===== src/hw/lrbs_pkg.sv =====
// constants and types for the ladder rung boolean solver
package lrbs_pkg;

	localparam int               LRBS_STACK_DEPTH = 8;
	localparam int               LRBS_DEPTH_W     = 4;
	localparam int               LRBS_WORD_W      = 16;
	localparam int               LRBS_IDX_W       = 4;
	localparam int               LRBS_ADDR_W      = 16;
	localparam int               LRBS_WOR_N       = 16;
	localparam logic [LRBS_STACK_DEPTH-1:0] LRBS_STACK_RST = 8'h00;
	localparam logic [LRBS_DEPTH_W-1:0]     LRBS_DEPTH_RST = 4'h0;
	localparam logic [LRBS_DEPTH_W-1:0]     LRBS_DEPTH_MAX = 4'h8;
	localparam logic [LRBS_DEPTH_W-1:0]     LRBS_MERGE_MIN = 4'h2;

	typedef enum logic [3:0] {
		op_nop                       = 4'h0,
		op_rung_start                = 4'h1,
		op_branch_begin_contact      = 4'h2,
		op_parallel_contact          = 4'h3,
		op_parallel_inverted_contact = 4'h4,
		op_series_contact            = 4'h5,
		op_series_inverted_contact   = 4'h6,
		op_series_branch_merge       = 4'h7,
		op_parallel_branch_merge     = 4'h8,
		op_coil                      = 4'h9,
		op_wired_or_coil             = 4'ha,
		op_scan_end                  = 4'hb
	} lrbs_op_t;

	typedef struct packed {
		logic                   valid;
		lrbs_op_t               op;
		logic                   from_word;
		logic                   point_val;
		logic [LRBS_WORD_W-1:0] word;
		logic [LRBS_IDX_W-1:0]  bit_idx;
		logic [LRBS_ADDR_W-1:0] addr;
	} lrbs_instr_t;

	typedef struct packed {
		logic                   valid;
		logic [LRBS_ADDR_W-1:0] addr;
		logic                   data;
	} lrbs_wr_t;

endpackage


===== src/hw/lrbs_solver.sv =====
// rung evaluator: boolean stack, contacts, merges and coils
`timescale 1ns/1ns
`default_nettype none
module lrbs_solver #(
	parameter int WOR_N = lrbs_pkg::LRBS_WOR_N
) (
	input  wire logic               i_clk,
	input  wire logic               i_rst_b,
	input  wire lrbs_pkg::lrbs_instr_t i_instr,
	output lrbs_pkg::lrbs_wr_t      o_wr,
	output logic                    o_rung_result,
	output logic [lrbs_pkg::LRBS_DEPTH_W-1:0] o_stack_depth,
	output logic                    o_stack_err,
	output logic [WOR_N-1:0]        o_wor_image,
	output logic                    o_wor_update
);
	import lrbs_pkg::*;

	localparam int WOR_AW = (WOR_N > 1) ? $clog2(WOR_N) : 1;

	// operand bit: discrete point, or one bit of a word
	function automatic logic operand_bit(input lrbs_instr_t ins);
		logic v;
		v = ins.from_word ? ins.word[ins.bit_idx] : ins.point_val;
		return v;
	endfunction

	function automatic logic is_op(input lrbs_instr_t ins,
		input lrbs_op_t op);
		logic r;
		r = ins.valid && (ins.op == op);
		return r;
	endfunction

	logic [LRBS_STACK_DEPTH-1:0] stk_reg;
	logic [LRBS_STACK_DEPTH-1:0] stk_next;
	logic [LRBS_DEPTH_W-1:0]     depth_reg;
	logic [LRBS_DEPTH_W-1:0]     depth_next;
	logic                        err_reg;
	logic                        err_next;
	lrbs_wr_t                    wr_reg;
	lrbs_wr_t                    wr_next;
	logic [WOR_N-1:0]            wacc_reg;
	logic [WOR_N-1:0]            wacc_next;
	logic [WOR_N-1:0]            wimg_reg;
	logic [WOR_N-1:0]            wimg_next;
	logic                        wupd_reg;
	logic                        wupd_next;
	logic                        opv;
	logic [WOR_AW-1:0]           widx;

	assign opv  = operand_bit(i_instr);
	assign widx = i_instr.addr[WOR_AW-1:0];

	always_comb begin
		stk_next   = stk_reg;
		depth_next = depth_reg;
		err_next   = err_reg;
		wr_next    = '0;
		wacc_next  = wacc_reg;
		wimg_next  = wimg_reg;
		wupd_next  = 1'b0;
		if (i_instr.valid) begin
			unique case (i_instr.op)
				op_nop: begin
				end
				op_rung_start: begin
					stk_next   = LRBS_STACK_RST;
					depth_next = LRBS_DEPTH_RST;
					err_next   = 1'b0;
				end
				op_branch_begin_contact: begin
					// push; bottom level falls off when full
					stk_next = {stk_reg[LRBS_STACK_DEPTH-2:0], opv};
					if (depth_reg == LRBS_DEPTH_MAX) begin
						err_next = 1'b1;
					end else begin
						depth_next = depth_reg + 4'h1;
					end
				end
				op_parallel_contact: begin
					stk_next[0] = stk_reg[0] | opv;
				end
				op_parallel_inverted_contact: begin
					stk_next[0] = stk_reg[0] | ~opv;
				end
				op_series_contact: begin
					stk_next[0] = stk_reg[0] & opv;
				end
				op_series_inverted_contact: begin
					stk_next[0] = stk_reg[0] & ~opv;
				end
				op_series_branch_merge,
				op_parallel_branch_merge: begin
					// too few levels: flag it, still combine
					if (depth_reg < LRBS_MERGE_MIN) begin
						err_next = 1'b1;
					end else begin
						depth_next = depth_reg - 4'h1;
					end
					stk_next = {1'b0, stk_reg[LRBS_STACK_DEPTH-1:2],
						(i_instr.op == op_series_branch_merge) ?
						(stk_reg[0] & stk_reg[1]) :
						(stk_reg[0] | stk_reg[1])};
				end
				op_coil: begin
					// each write issued; downstream keeps the latest
					wr_next.valid = 1'b1;
					wr_next.addr  = i_instr.addr;
					wr_next.data  = stk_reg[0];
				end
				op_wired_or_coil: begin
					wacc_next[widx] = wacc_reg[widx] | stk_reg[0];
				end
				op_scan_end: begin
					wimg_next = wacc_reg;
					wacc_next = '0;
					wupd_next = 1'b1;
				end
				default: begin
				end
			endcase
		end
	end

	always_ff @(posedge i_clk or negedge i_rst_b) begin
		if (!i_rst_b) begin
			stk_reg   <= LRBS_STACK_RST;
			depth_reg <= LRBS_DEPTH_RST;
			err_reg   <= 1'b0;
			wr_reg    <= '0;
			wacc_reg  <= '0;
			wimg_reg  <= '0;
			wupd_reg  <= 1'b0;
		end else begin
			stk_reg   <= stk_next;
			depth_reg <= depth_next;
			err_reg   <= err_next;
			wr_reg    <= wr_next;
			wacc_reg  <= wacc_next;
			wimg_reg  <= wimg_next;
			wupd_reg  <= wupd_next;
		end
	end

	assign o_wr          = wr_reg;
	assign o_rung_result = stk_reg[0];
	assign o_stack_depth = depth_reg;
	assign o_stack_err   = err_reg;
	assign o_wor_image   = wimg_reg;
	assign o_wor_update  = wupd_reg;
endmodule
`default_nettype wire

===== config.mk =====
export PLATFORM = sky130hd
export DESIGN_NAME = lrbs_solver
export DESIGN_NICKNAME = d
export VERILOG_FILES = /design/src/hw/lrbs_pkg.sv /design/src/hw/lrbs_solver.sv
export SDC_FILE = /design/constraint.sdc
export NUM_CORES = 1
export LEC_CHECK = 0
export BUFFER_PORTS_ARGS = -buffer_cell sky130_fd_sc_hd__clkbuf_2
export CAP_MARGIN = 20
export CELL_PAD_IN_SITES_DETAIL_PLACEMENT = 2
export CELL_PAD_IN_SITES_GLOBAL_PLACEMENT = 2
export CORE_UTILIZATION = 32
export CTS_CLUSTER_SIZE = 8
export DETAILED_ROUTE_END_ITERATION = 8
export PLACE_DENSITY_LB_ADDON = 0.1
export SLEW_MARGIN = 10
export SYNTH_ARGS = -nofsm -noshare
export SYNTH_HDL_FRONTEND = slang
export SYNTH_SLANG_ARGS = --single-unit

===== constraint.sdc =====
create_clock -name i_clk -period 2 [get_ports i_clk]
set_input_delay 0.2 -clock i_clk [delete_from_list [all_inputs] [get_ports i_clk]]
set_output_delay 0.2 -clock i_clk [all_outputs]
set_load 0.1 [all_outputs]

=== Word-level counts from Yosys, hierarchy flattened ===
Index checks and enable logic that the tools add are counted.

* Word-level logic and storage cells: 73
* Bits in latches: 0
* Memory bits (writable): 0
* ROM bits: 0
* Input port bits: 45
* Output and inout bits: 41
* Bits in registers: 64
* Memories kept: 0

* Div/mod/pow operators: 0
* Reductions and logical operators: 11
* Multiplexer cells: 22
* $add $sub $neg: 2
* Shifts and indexed selects: 0
* Eq/ne operators: 16
* Bitwise operators: 8
* Multipliers: 0
* Magnitude comparators: 4

{| class="wikitable"
|+ Operator list
! cell !! number
|-
| 2-to-1 mux 18 bit || 2
|-
| one-hot mux 16 bit (2 select lines) || 1
|-
| one-hot mux 7 bit (3 select lines) || 1
|-
| equality test 4 bit, second input constant || 5
|-
| bitwise mux 16 bit || 1
|-
| equality test 4 x 3 -> 1 bit, second input constant || 4
|-
| one-hot mux 4 bit (3 select lines) || 1
|-
| less-than comparator 4 x 5 -> 1 bit, second input constant || 2
|-
| 2-to-1 mux 1 bit || 9
|-
| binary-select mux 1 bit (select 4 bit) || 2
|-
| equality test 4 x 2 -> 1 bit, second input constant || 2
|-
| 2-to-1 mux 4 bit || 2
|-
| != test 2 bit, second input constant || 4
|-
| AND reduction 2 bit || 4
|-
| AND reduction 4 bit || 2
|-
| one-hot mux 1 bit (7 select lines) || 1
|-
| nonzero test 7 bit || 1
|-
| adder 4 x 1 -> 4 bit, second input constant || 1
|-
| demux 1 bit (select 4 bit) || 1
|-
| equality test 4 x 1 -> 1 bit, second input constant || 1
|-
| >= comparator 4 x 1 -> 1 bit, second input constant || 1
|-
| less-than comparator 4 x 2 -> 1 bit, second input constant || 1
|-
| bitwise OR 1 bit || 4
|-
| subtractor 4 x 1 -> 4 bit, second input constant || 1
|-
| 7 further kinds || 9
|}

=== Depth between registers and ports, before layout ===
Gate-level depths: netlist of run 1.

* Depth after elaboration: 6
* Depth in mapped cells: 10
* Mapped depth without buffers: 8

=== Worst setup path before layout of run 1 ===
No wires, ideal clock.

* Kind: register -> register
* Start: register depth_reg[1] (netlist: o_stack_depth[1])
* End: register depth_reg[3] (netlist: o_stack_depth[3])
* Required time: 1.870 ns
* Data arrival time: 2.269 ns
* Buffers on the path: 0
* Stages on the path, launching flop included: 7
* Setup slack: -0.400 ns
* Path through: dfrtp_1 -> ha_1 -> a21o_1 -> a21oi_1 -> mux2_2 -> o311ai_1 -> a2bb2oi_1

* Word-level cells in the longest chain between the ends: 3
* Elaborated cells between the ends (all ways): 10
* Classes of those cells: add/sub (2); order compare (1); eq/ne (3); mux (3); reduce/logical (1)

{| class="wikitable"
|+ RTL lines
! element !! line !! text
|-
| start, declared || lrbs_solver.sv:37 || <nowiki>logic [LRBS_DEPTH_W-1:0] depth_reg;</nowiki>
|-
| start signal, assigned || lrbs_solver.sv:137 || <nowiki>depth_reg <= depth_next;</nowiki>
|-
| subtractor 4 x 1 -> 4 bit (tied with other cells) || lrbs_solver.sv:99 || <nowiki>depth_next = depth_reg - 4'h1;</nowiki>
|-
| 2-to-1 mux 4 bit (tied with other cells) || lrbs_solver.sv:96 || <nowiki>if (depth_reg < LRBS_MERGE_MIN) begin</nowiki>
|-
| one-hot mux 4 bit (3 select lines) / AND reduction 4 bit (equally long branches) || n/a ||
|}

Parallel ways exist; a longest one is shown, timed or not. The select of a mux whose other input is x is not followed.
A chain may end at the register's enable or synchronous reset.

=== Worst setup path in the final report of run 1 ===
Ends and elaborated chain as after synthesis.

==> results of run 1 <==
-- worst max path at each step --
stage | end | slack, ps | cells after the start
6_report | o_stack_depth[3] | 320 | 6
3_3_place_gp | o_stack_depth[3] | 80 | 9
2_1_floorplan | o_stack_depth[3] | -10 | 10
5_1_grt | wacc_reg[9] | 260 | 3
4_1_cts | o_stack_depth[3] | 320 | 6
3_5_place_dp | o_stack_depth[3] | 20 | 9
-- area by class of cell --
cell class | instances | share of cell area [%]
clock buffer | 12 | 3.84
timing repair buffer | 103 | 14.6
tap | 129 | 4.00
multi-input combinational | 208 | 36.3
inverter | 11 | 1.02
clock inverter | 3 | 0.434
sequential | 64 | 39.8
-- power by group through the flow --
stage / combinational, W / clock [W] / sequential [W]
after floorplan: 0.000365 / 0 / 0.00198
after global placement: 0.00101 / 0 / 0.00158
after detailed placement: 0.00103 / 0 / 0.00159
after CTS: 0.00104 / 0.00104 / 0.00157
after global routing: 0.00110 / 0.00109 / 0.00159
final: 0.00103 / 0.00101 / 0.00157
-- metrics by stage --
step	utilization (%)	hold WS [ps]	setup TNS, ps	power (W)	std cells
after floorplan	-	-95.6	-9.99	0.00235	301
after global placement	41.1	256	0	0.00259	514
after detailed placement	41.1	256	0	0.00263	514
after CTS	43.1	60.4	0	0.00365	530
after global routing	43.1	56.7	0	0.00378	530
final	43.1	66.4	0	0.00360	530
-- cells in the final DEF (no fill, tap or decap), types with 2 or more instances in the layout --
| master | n |
|---|---|
| clkbuf_2 | 85 |
| dfrtp_1 | 60 |
| nand2_1 | 54 |
| a21oi_1 | 21 |
| a211oi_1 | 16 |
| nor2_1 | 15 |
| and2_1 | 15 |
| buf_4 | 15 |
| clkbuf_8 | 11 |
| inv_1 | 9 |
| a22oi_1 | 6 |
| mux4_2 | 6 |
| mux2i_1 | 6 |
| nand3_1 | 5 |
| nor2b_1 | 5 |
| a31oi_1 | 5 |
| nor3_4 | 4 |
| nand2b_1 | 4 |
| dfrtp_2 | 4 |
| nor3_1 | 3 |
| nor3b_1 | 3 |
| a21o_1 | 3 |
| a2bb2oi_1 | 3 |
| nand4_1 | 2 |
| inv_2 | 2 |
| o21ai_0 | 2 |
| mux2_4 | 2 |
| o31ai_1 | 2 |
| clkinv_2 | 2 |
| buf_12 | 2 |
-- what timing repair did --
| action | 4_1_cts | 5_1_grt |
|---|---|---|
| buffers inserted | 0 | 0 |
| hold buffers | 1 | 0 |
| endpoints found under the hold margin | 64 | 0 |
-- metal layers --
layer / track usage, % / vias to the layer above
met4: 5.69 / 0
li1: - / 1252
met3: 3.59 / 7
met2: 32.0 / 62
met1: 24.2 / 1349
met5: 0 / -
-- kinds of logic after synthesis --
kind of cell,Yosys count,share of synthesized area [%]
DFF,64,50.8
buffers and inverters,29,4.09
AOI/OAI and AO/OA,70,15.4
adders and majority gates,3,1.43
muxes,15,7.39
and+or+nand+nor,118,20.3
xor gates and xnor gates,2,0.556
==> flow_summary.ini, run 1 <==
[clock_tree]
tritoncts = done
post_cts_resized = 0
cts_sinks = 64
ctsRootBufferMaster = clkbuf_8
clk_path_buf_depth = 2
cts.clk_slew.worst_paths_ps = 70
h-tree-depth = 3
numCtsBuffers = 9
clk_latency_ps = 330

[power_and_ir_drop]
p_int_w = 0.00220
p_clk_share_pct = 28.0
powerDensity_mw_per_mm2 = 893
seqPwrFrac_pct = 43.5
switching_share_pct = 38.8
p_leak_nw = 1.99
ir_worst_vdd_mv = 0.389
power.switching_w = 0.00140
combinationalPowerShare_pct = 28.5

[logic_synthesis]
synth.top_cells.by_area = dfrtp_1 (51%), nand2_1 (6.4%), mux4_2 (4.3%)
synthesis.nets = 349
synth_cell_types = 50
postSynthCellCount = 301
syn_area_per_cell_sq_um = 10.5
synth-seq-area-share_pct = 50.8
synth_commonest_cells = dfrtp_1 (64), nand2_1 (54), a21oi_1 (22)
synth_warnings = 0
netlist.area_leader.share_pct = 50.8
netlist_area_sq_mm = 0.00315
synth-main-ff-cell = dfrtp_1
synth_edf_count = 0
synth_area_leader_cell = dfrtp_1
yosysMostFrequentCell = dfrtp_1
async_flop_share_pct = 100
synth.ff_latch_count = 64

[finish]
register_area_sq_mm = 0.00161
finalInstanceArea_sq_mm = 0.00404
largest_register_ff_count = 18
layout-drive-gt1-share_pct = 36.7
multi_input_area_sq_mm = 0.00147
nNetsFinal = 445
nFillCells = 1054
antennaDiodeCount = 0
area_delta_synth_final_pct = 28.1

[placed_design]
dp_hpwl_um = 6220
post-place-ws_ps = 20.2
placed_cell_area_sq_mm = 0.00385
port_buffers = 85
routabilityCongestion = 0.765

[detailed_routing]
drt_iter0_markers = 76
antenna_left = 0
drt-wirelength-per-cell_um = 16.4
dr.pass1.iters = 4
top_layer = met4
drc = 0
wl_met3_um = 309
wl_um = 8690
dr_total_vias = 2670
dr_wl_met2_um = 4320
wl_met1_um = 3980
avgViaCountPerCell = 5.04

[grt]
antenna_found_initial = 0
grt_max_degree = 65
grt_pass1_vias = 2991
grt_use_total_pct = 18.8
grt-ovfl-total = 0
grt_pass1_wl_um = 14800

[hold_path]
min_from = i_instr[4]
hp-class = in2reg
min_path_cells = 2
min_to = o_wr[5]

[floorplan]
die_w_um = 101
ios = 86
rows = 35
die_y_um = 101
dieArea_sq_mm = 0.0102
initial_core_util_pct = 33.6
core_area_sq_mm = 0.00937

[critical_path]
r2r_slack_ps = 320
cp-end-kind = flip-flop
path_buf_inv = 0
reg2reg_from = o_stack_depth[1]
worstPathMaxFanout = 7
r2r_cells = 6
path_cells = ha_4 -> a21o_1 -> a21oi_2 -> mux2_4 -> o311ai_1 -> a2bb2oi_1
worstPathArrival_ps = 1890
cp-start-kind = flip-flop
timing.rr.end = o_stack_depth[3]
path_class = reg2reg
slowest_stage = dfrtp_2
crit_family = flip-flops
startpoint = o_stack_depth[1]
crit_required_ps = 2210
critical_path.max_stage_delay_ps = 490

[sta]
rsz0062_at_grt = no
layout_setup_ws_ps = 319
hold_violations = 0
period_minus_slack_ps = 1680
max_freq_ghz = 0.595
fin_skew_ps = 6.14
tightest_slew_ps = 578
setup_viol = 0
post-route-period-util_pct = 84.1
drv_slew = 0
relSlewSlack_pct = 61.4

[run_status]
outcome = completed

[run]
maxCapViolCount = 0
(Power assumes the default switching activity.)
==> inputs of run 2 (changes only) <==
--- a/config.mk
+++ b/config.mk
@@ -9,7 +9,7 @@
 export CAP_MARGIN = 20
 export CELL_PAD_IN_SITES_DETAIL_PLACEMENT = 2
 export CELL_PAD_IN_SITES_GLOBAL_PLACEMENT = 2
-export CORE_UTILIZATION = 32
+export CORE_UTILIZATION = 29
 export CTS_CLUSTER_SIZE = 8
 export DETAILED_ROUTE_END_ITERATION = 8
 export PLACE_DENSITY_LB_ADDON = 0.1
==> constraint.sdc (replaced) <==
create_clock -name i_clk -period 1.4 [get_ports i_clk]
set_input_delay 0.14 -clock i_clk [delete_from_list [all_inputs] [get_ports i_clk]]
set_output_delay 0.14 -clock i_clk [all_outputs]
set_load 0.1 [all_outputs]
==> run 2 against run 1 <==
The run now ends with negative setup slack left. Clock power grew 51%. Critical path depth stayed put. Worst setup slack got worse by 580 ps. First-iteration DRC count down 28%. Combinational power is 110% higher. Worst hold slack worse by 48 ps. Final area is 21% higher. Clock skew grew 13 ps. Global-route usage rose by 0.27 points.
==> flow_summary.ini, run 2 (synthesized netlist as in run 1, its figures left out) <==
[power_and_ir_drop]
powerDensity_mw_per_mm2 = 1210
p_leak_nw = 2.43
seqPwrFrac_pct = 37.1
ir_worst_vdd_mv = 0.485
switching_share_pct = 38.4
p_clk_share_pct = 25.9
power.switching_w = 0.00227
combinationalPowerShare_pct = 37.0
power.total_w = 0.00592
p_int_w = 0.00365

[finish]
layout_commonest_cell = buf_4
final_cell_mix = buf_4 (80), clkbuf_2 (75), dfrtp_1 (59), nand2_1 (54), a21oi_1 (21)
area_delta_synth_final_pct = 55.3
nNetsFinal = 517
layout-drive-gt1-share_pct = 50.8
largest_register_ff_count = 18
finalInstanceArea_sq_mm = 0.00489
antennaDiodeCount = 0

[placed_design]
dp_hpwl_um = 7380
port_buffers = 85
placed_cell_area_sq_mm = 0.00437
routabilityCongestion = 0.771

[detailed_routing]
antenna_left = 0
drt-wirelength-per-cell_um = 17.5
avgViaCountPerCell = 4.84
drt_iter0_markers = 55
wl_um = 10700
dr_total_vias = 2953
dr.pass1.iters = 4
drc = 0

[sta]
layout_setup_ws_ps = -265
drv_slew = 0
relSlewSlack_pct = 63.0
setup_viol = 22
fin_skew_ps = 18.7
post-route-period-util_pct = 119
max_freq_ghz = 0.601
rsz0062_at_grt = yes
tightest_slew_ps = 558
fin_hold_ws_ps = 18.5
hold_violations = 0
period_minus_slack_ps = 1660
tns_ps = -1280

[hold_path]
hp-class = in2reg
min_from = i_instr[8]

[critical_path]
endpoint = o_stack_depth[3]
worstPathArrival_ps = 1890
cp-start-kind = flip-flop
slowest_stage = dfrtp_4
path_class = reg2reg
crit_required_ps = 1630
cp-end-kind = flip-flop
reg2reg_from = o_stack_depth[1]
worstPathMaxFanout = 2
startpoint = o_stack_depth[1]
critical_path.max_stage_delay_ps = 510
timing.rr.end = o_stack_depth[3]
path_cells = ha_4 -> a21o_1 -> a21oi_2 -> mux2_4 -> o311ai_4 -> a2bb2oi_2
r2r_cells = 6
r2r_slack_ps = -260

[run_status]
violations = negative setup slack
outcome = finished with violations

[grt]
grt_pass1_vias = 3196
grt_max_degree = 35
grt-ovfl-total = 0
antenna_found_initial = 0
grt_pass1_wl_um = 16600
grt_use_total_pct = 19.1

[clock_tree]
numCtsBuffers = 9
ctsRootBufferMaster = clkbuf_8
cts_sinks = 64
clk_path_buf_depth = 2
tritoncts = done
clk_latency_ps = 340
h-tree-depth = 3
cts.clk_slew.worst_paths_ps = 90

[floorplan]
core_area_sq_mm = 0.0104
initial_core_util_pct = 30.2
ios = 86
die_y_um = 106
rows = 37
die_w_um = 106
dieArea_sq_mm = 0.0113

[run]
maxCapViolCount = 0
[run 2: cell count changes in the layout (fill, tap and decap cells not counted), moves of 5 or more]
| cell | previous run | this run |
|---|---|---|
| buf_6 | 0 | 7 |
| dlygate4sd3_1 | 1 | 6 |
| buf_4 | 15 | 80 |
| a211oi_2 | 0 | 10 |
| a211oi_1 | 16 | 6 |
| clkbuf_2 | 85 | 75 |
[run 2: critical path: cells and delay by family, from the launching register on]
| kind | cells | cell delay [ps] |
|---|---|---|
| flip-flops | 1 | 510 |
| AO/OA/AOI/OAI | 4 | 480 |
| multiplexers | 1 | 340 |
| adder cells (fa/ha/maj) | 1 | 220 |
[run 2: worst min-delay path by stage]
stage,cells after the start,end
global route,2,o_wr[9]
CTS,2,o_wr[10]
finish,2,o_wr[9]
global placement,1,stk_reg[7]
floorplan,0,o_stack_depth[2]
detailed placement,1,o_stack_depth[1]
[run 2: area by class of cell]
type | count | area [sq um]
Multi-Input combinational cell | 208 | 1620
Sequential cell | 64 | 1620
Timing Repair Buffer | 175 | 1250
Clock buffer | 11 | 151
Clock inverter | 5 | 38.8
Tap cell | 136 | 170
Inverter | 11 | 43.8
Fill cell | 1107 | 5520
[run 2: per-layer routing]
layer / vias to the layer above / track usage, % / part of all wire [%]
met5: - / 0 / 0
met2: 70 / 33.5 / 53
met1: 1475 / 23.6 / 43
met4: 0 / 5.95 / 0.87
li1: 1403 / - / -
met3: 5 / 3.37 / 3.4
[run 2: per-stage QoR]
stage               setup slack (ps)  instances  utilization (%)
floorplan                       -550        301                -
global placement                -457        574             42.0
detailed placement              -570        574             42.0
CTS                             -285        606             46.2
global route                    -307        610             47.0
finish                          -265        610             47.0
[run 2: repair_timing]
action                     CTS  global route
gates resized for setup     23            15
hold endpoints to repair    44             1
pin swaps                   14            16
setup buffers               11             4
hold buffers                 5             1
setup endpoints to repair   29            30
[run 2: power by group through the flow]
stage / combinational [W] / clock, W / sequential, W
final: 0.00219 / 0.00153 / 0.00220
after global placement: 0.00186 / 0 / 0.00223
after CTS: 0.00212 / 0.00158 / 0.00219
after floorplan: 0.000573 / 0 / 0.00286
after global routing: 0.00232 / 0.00166 / 0.00222
after detailed placement: 0.00191 / 0 / 0.00223
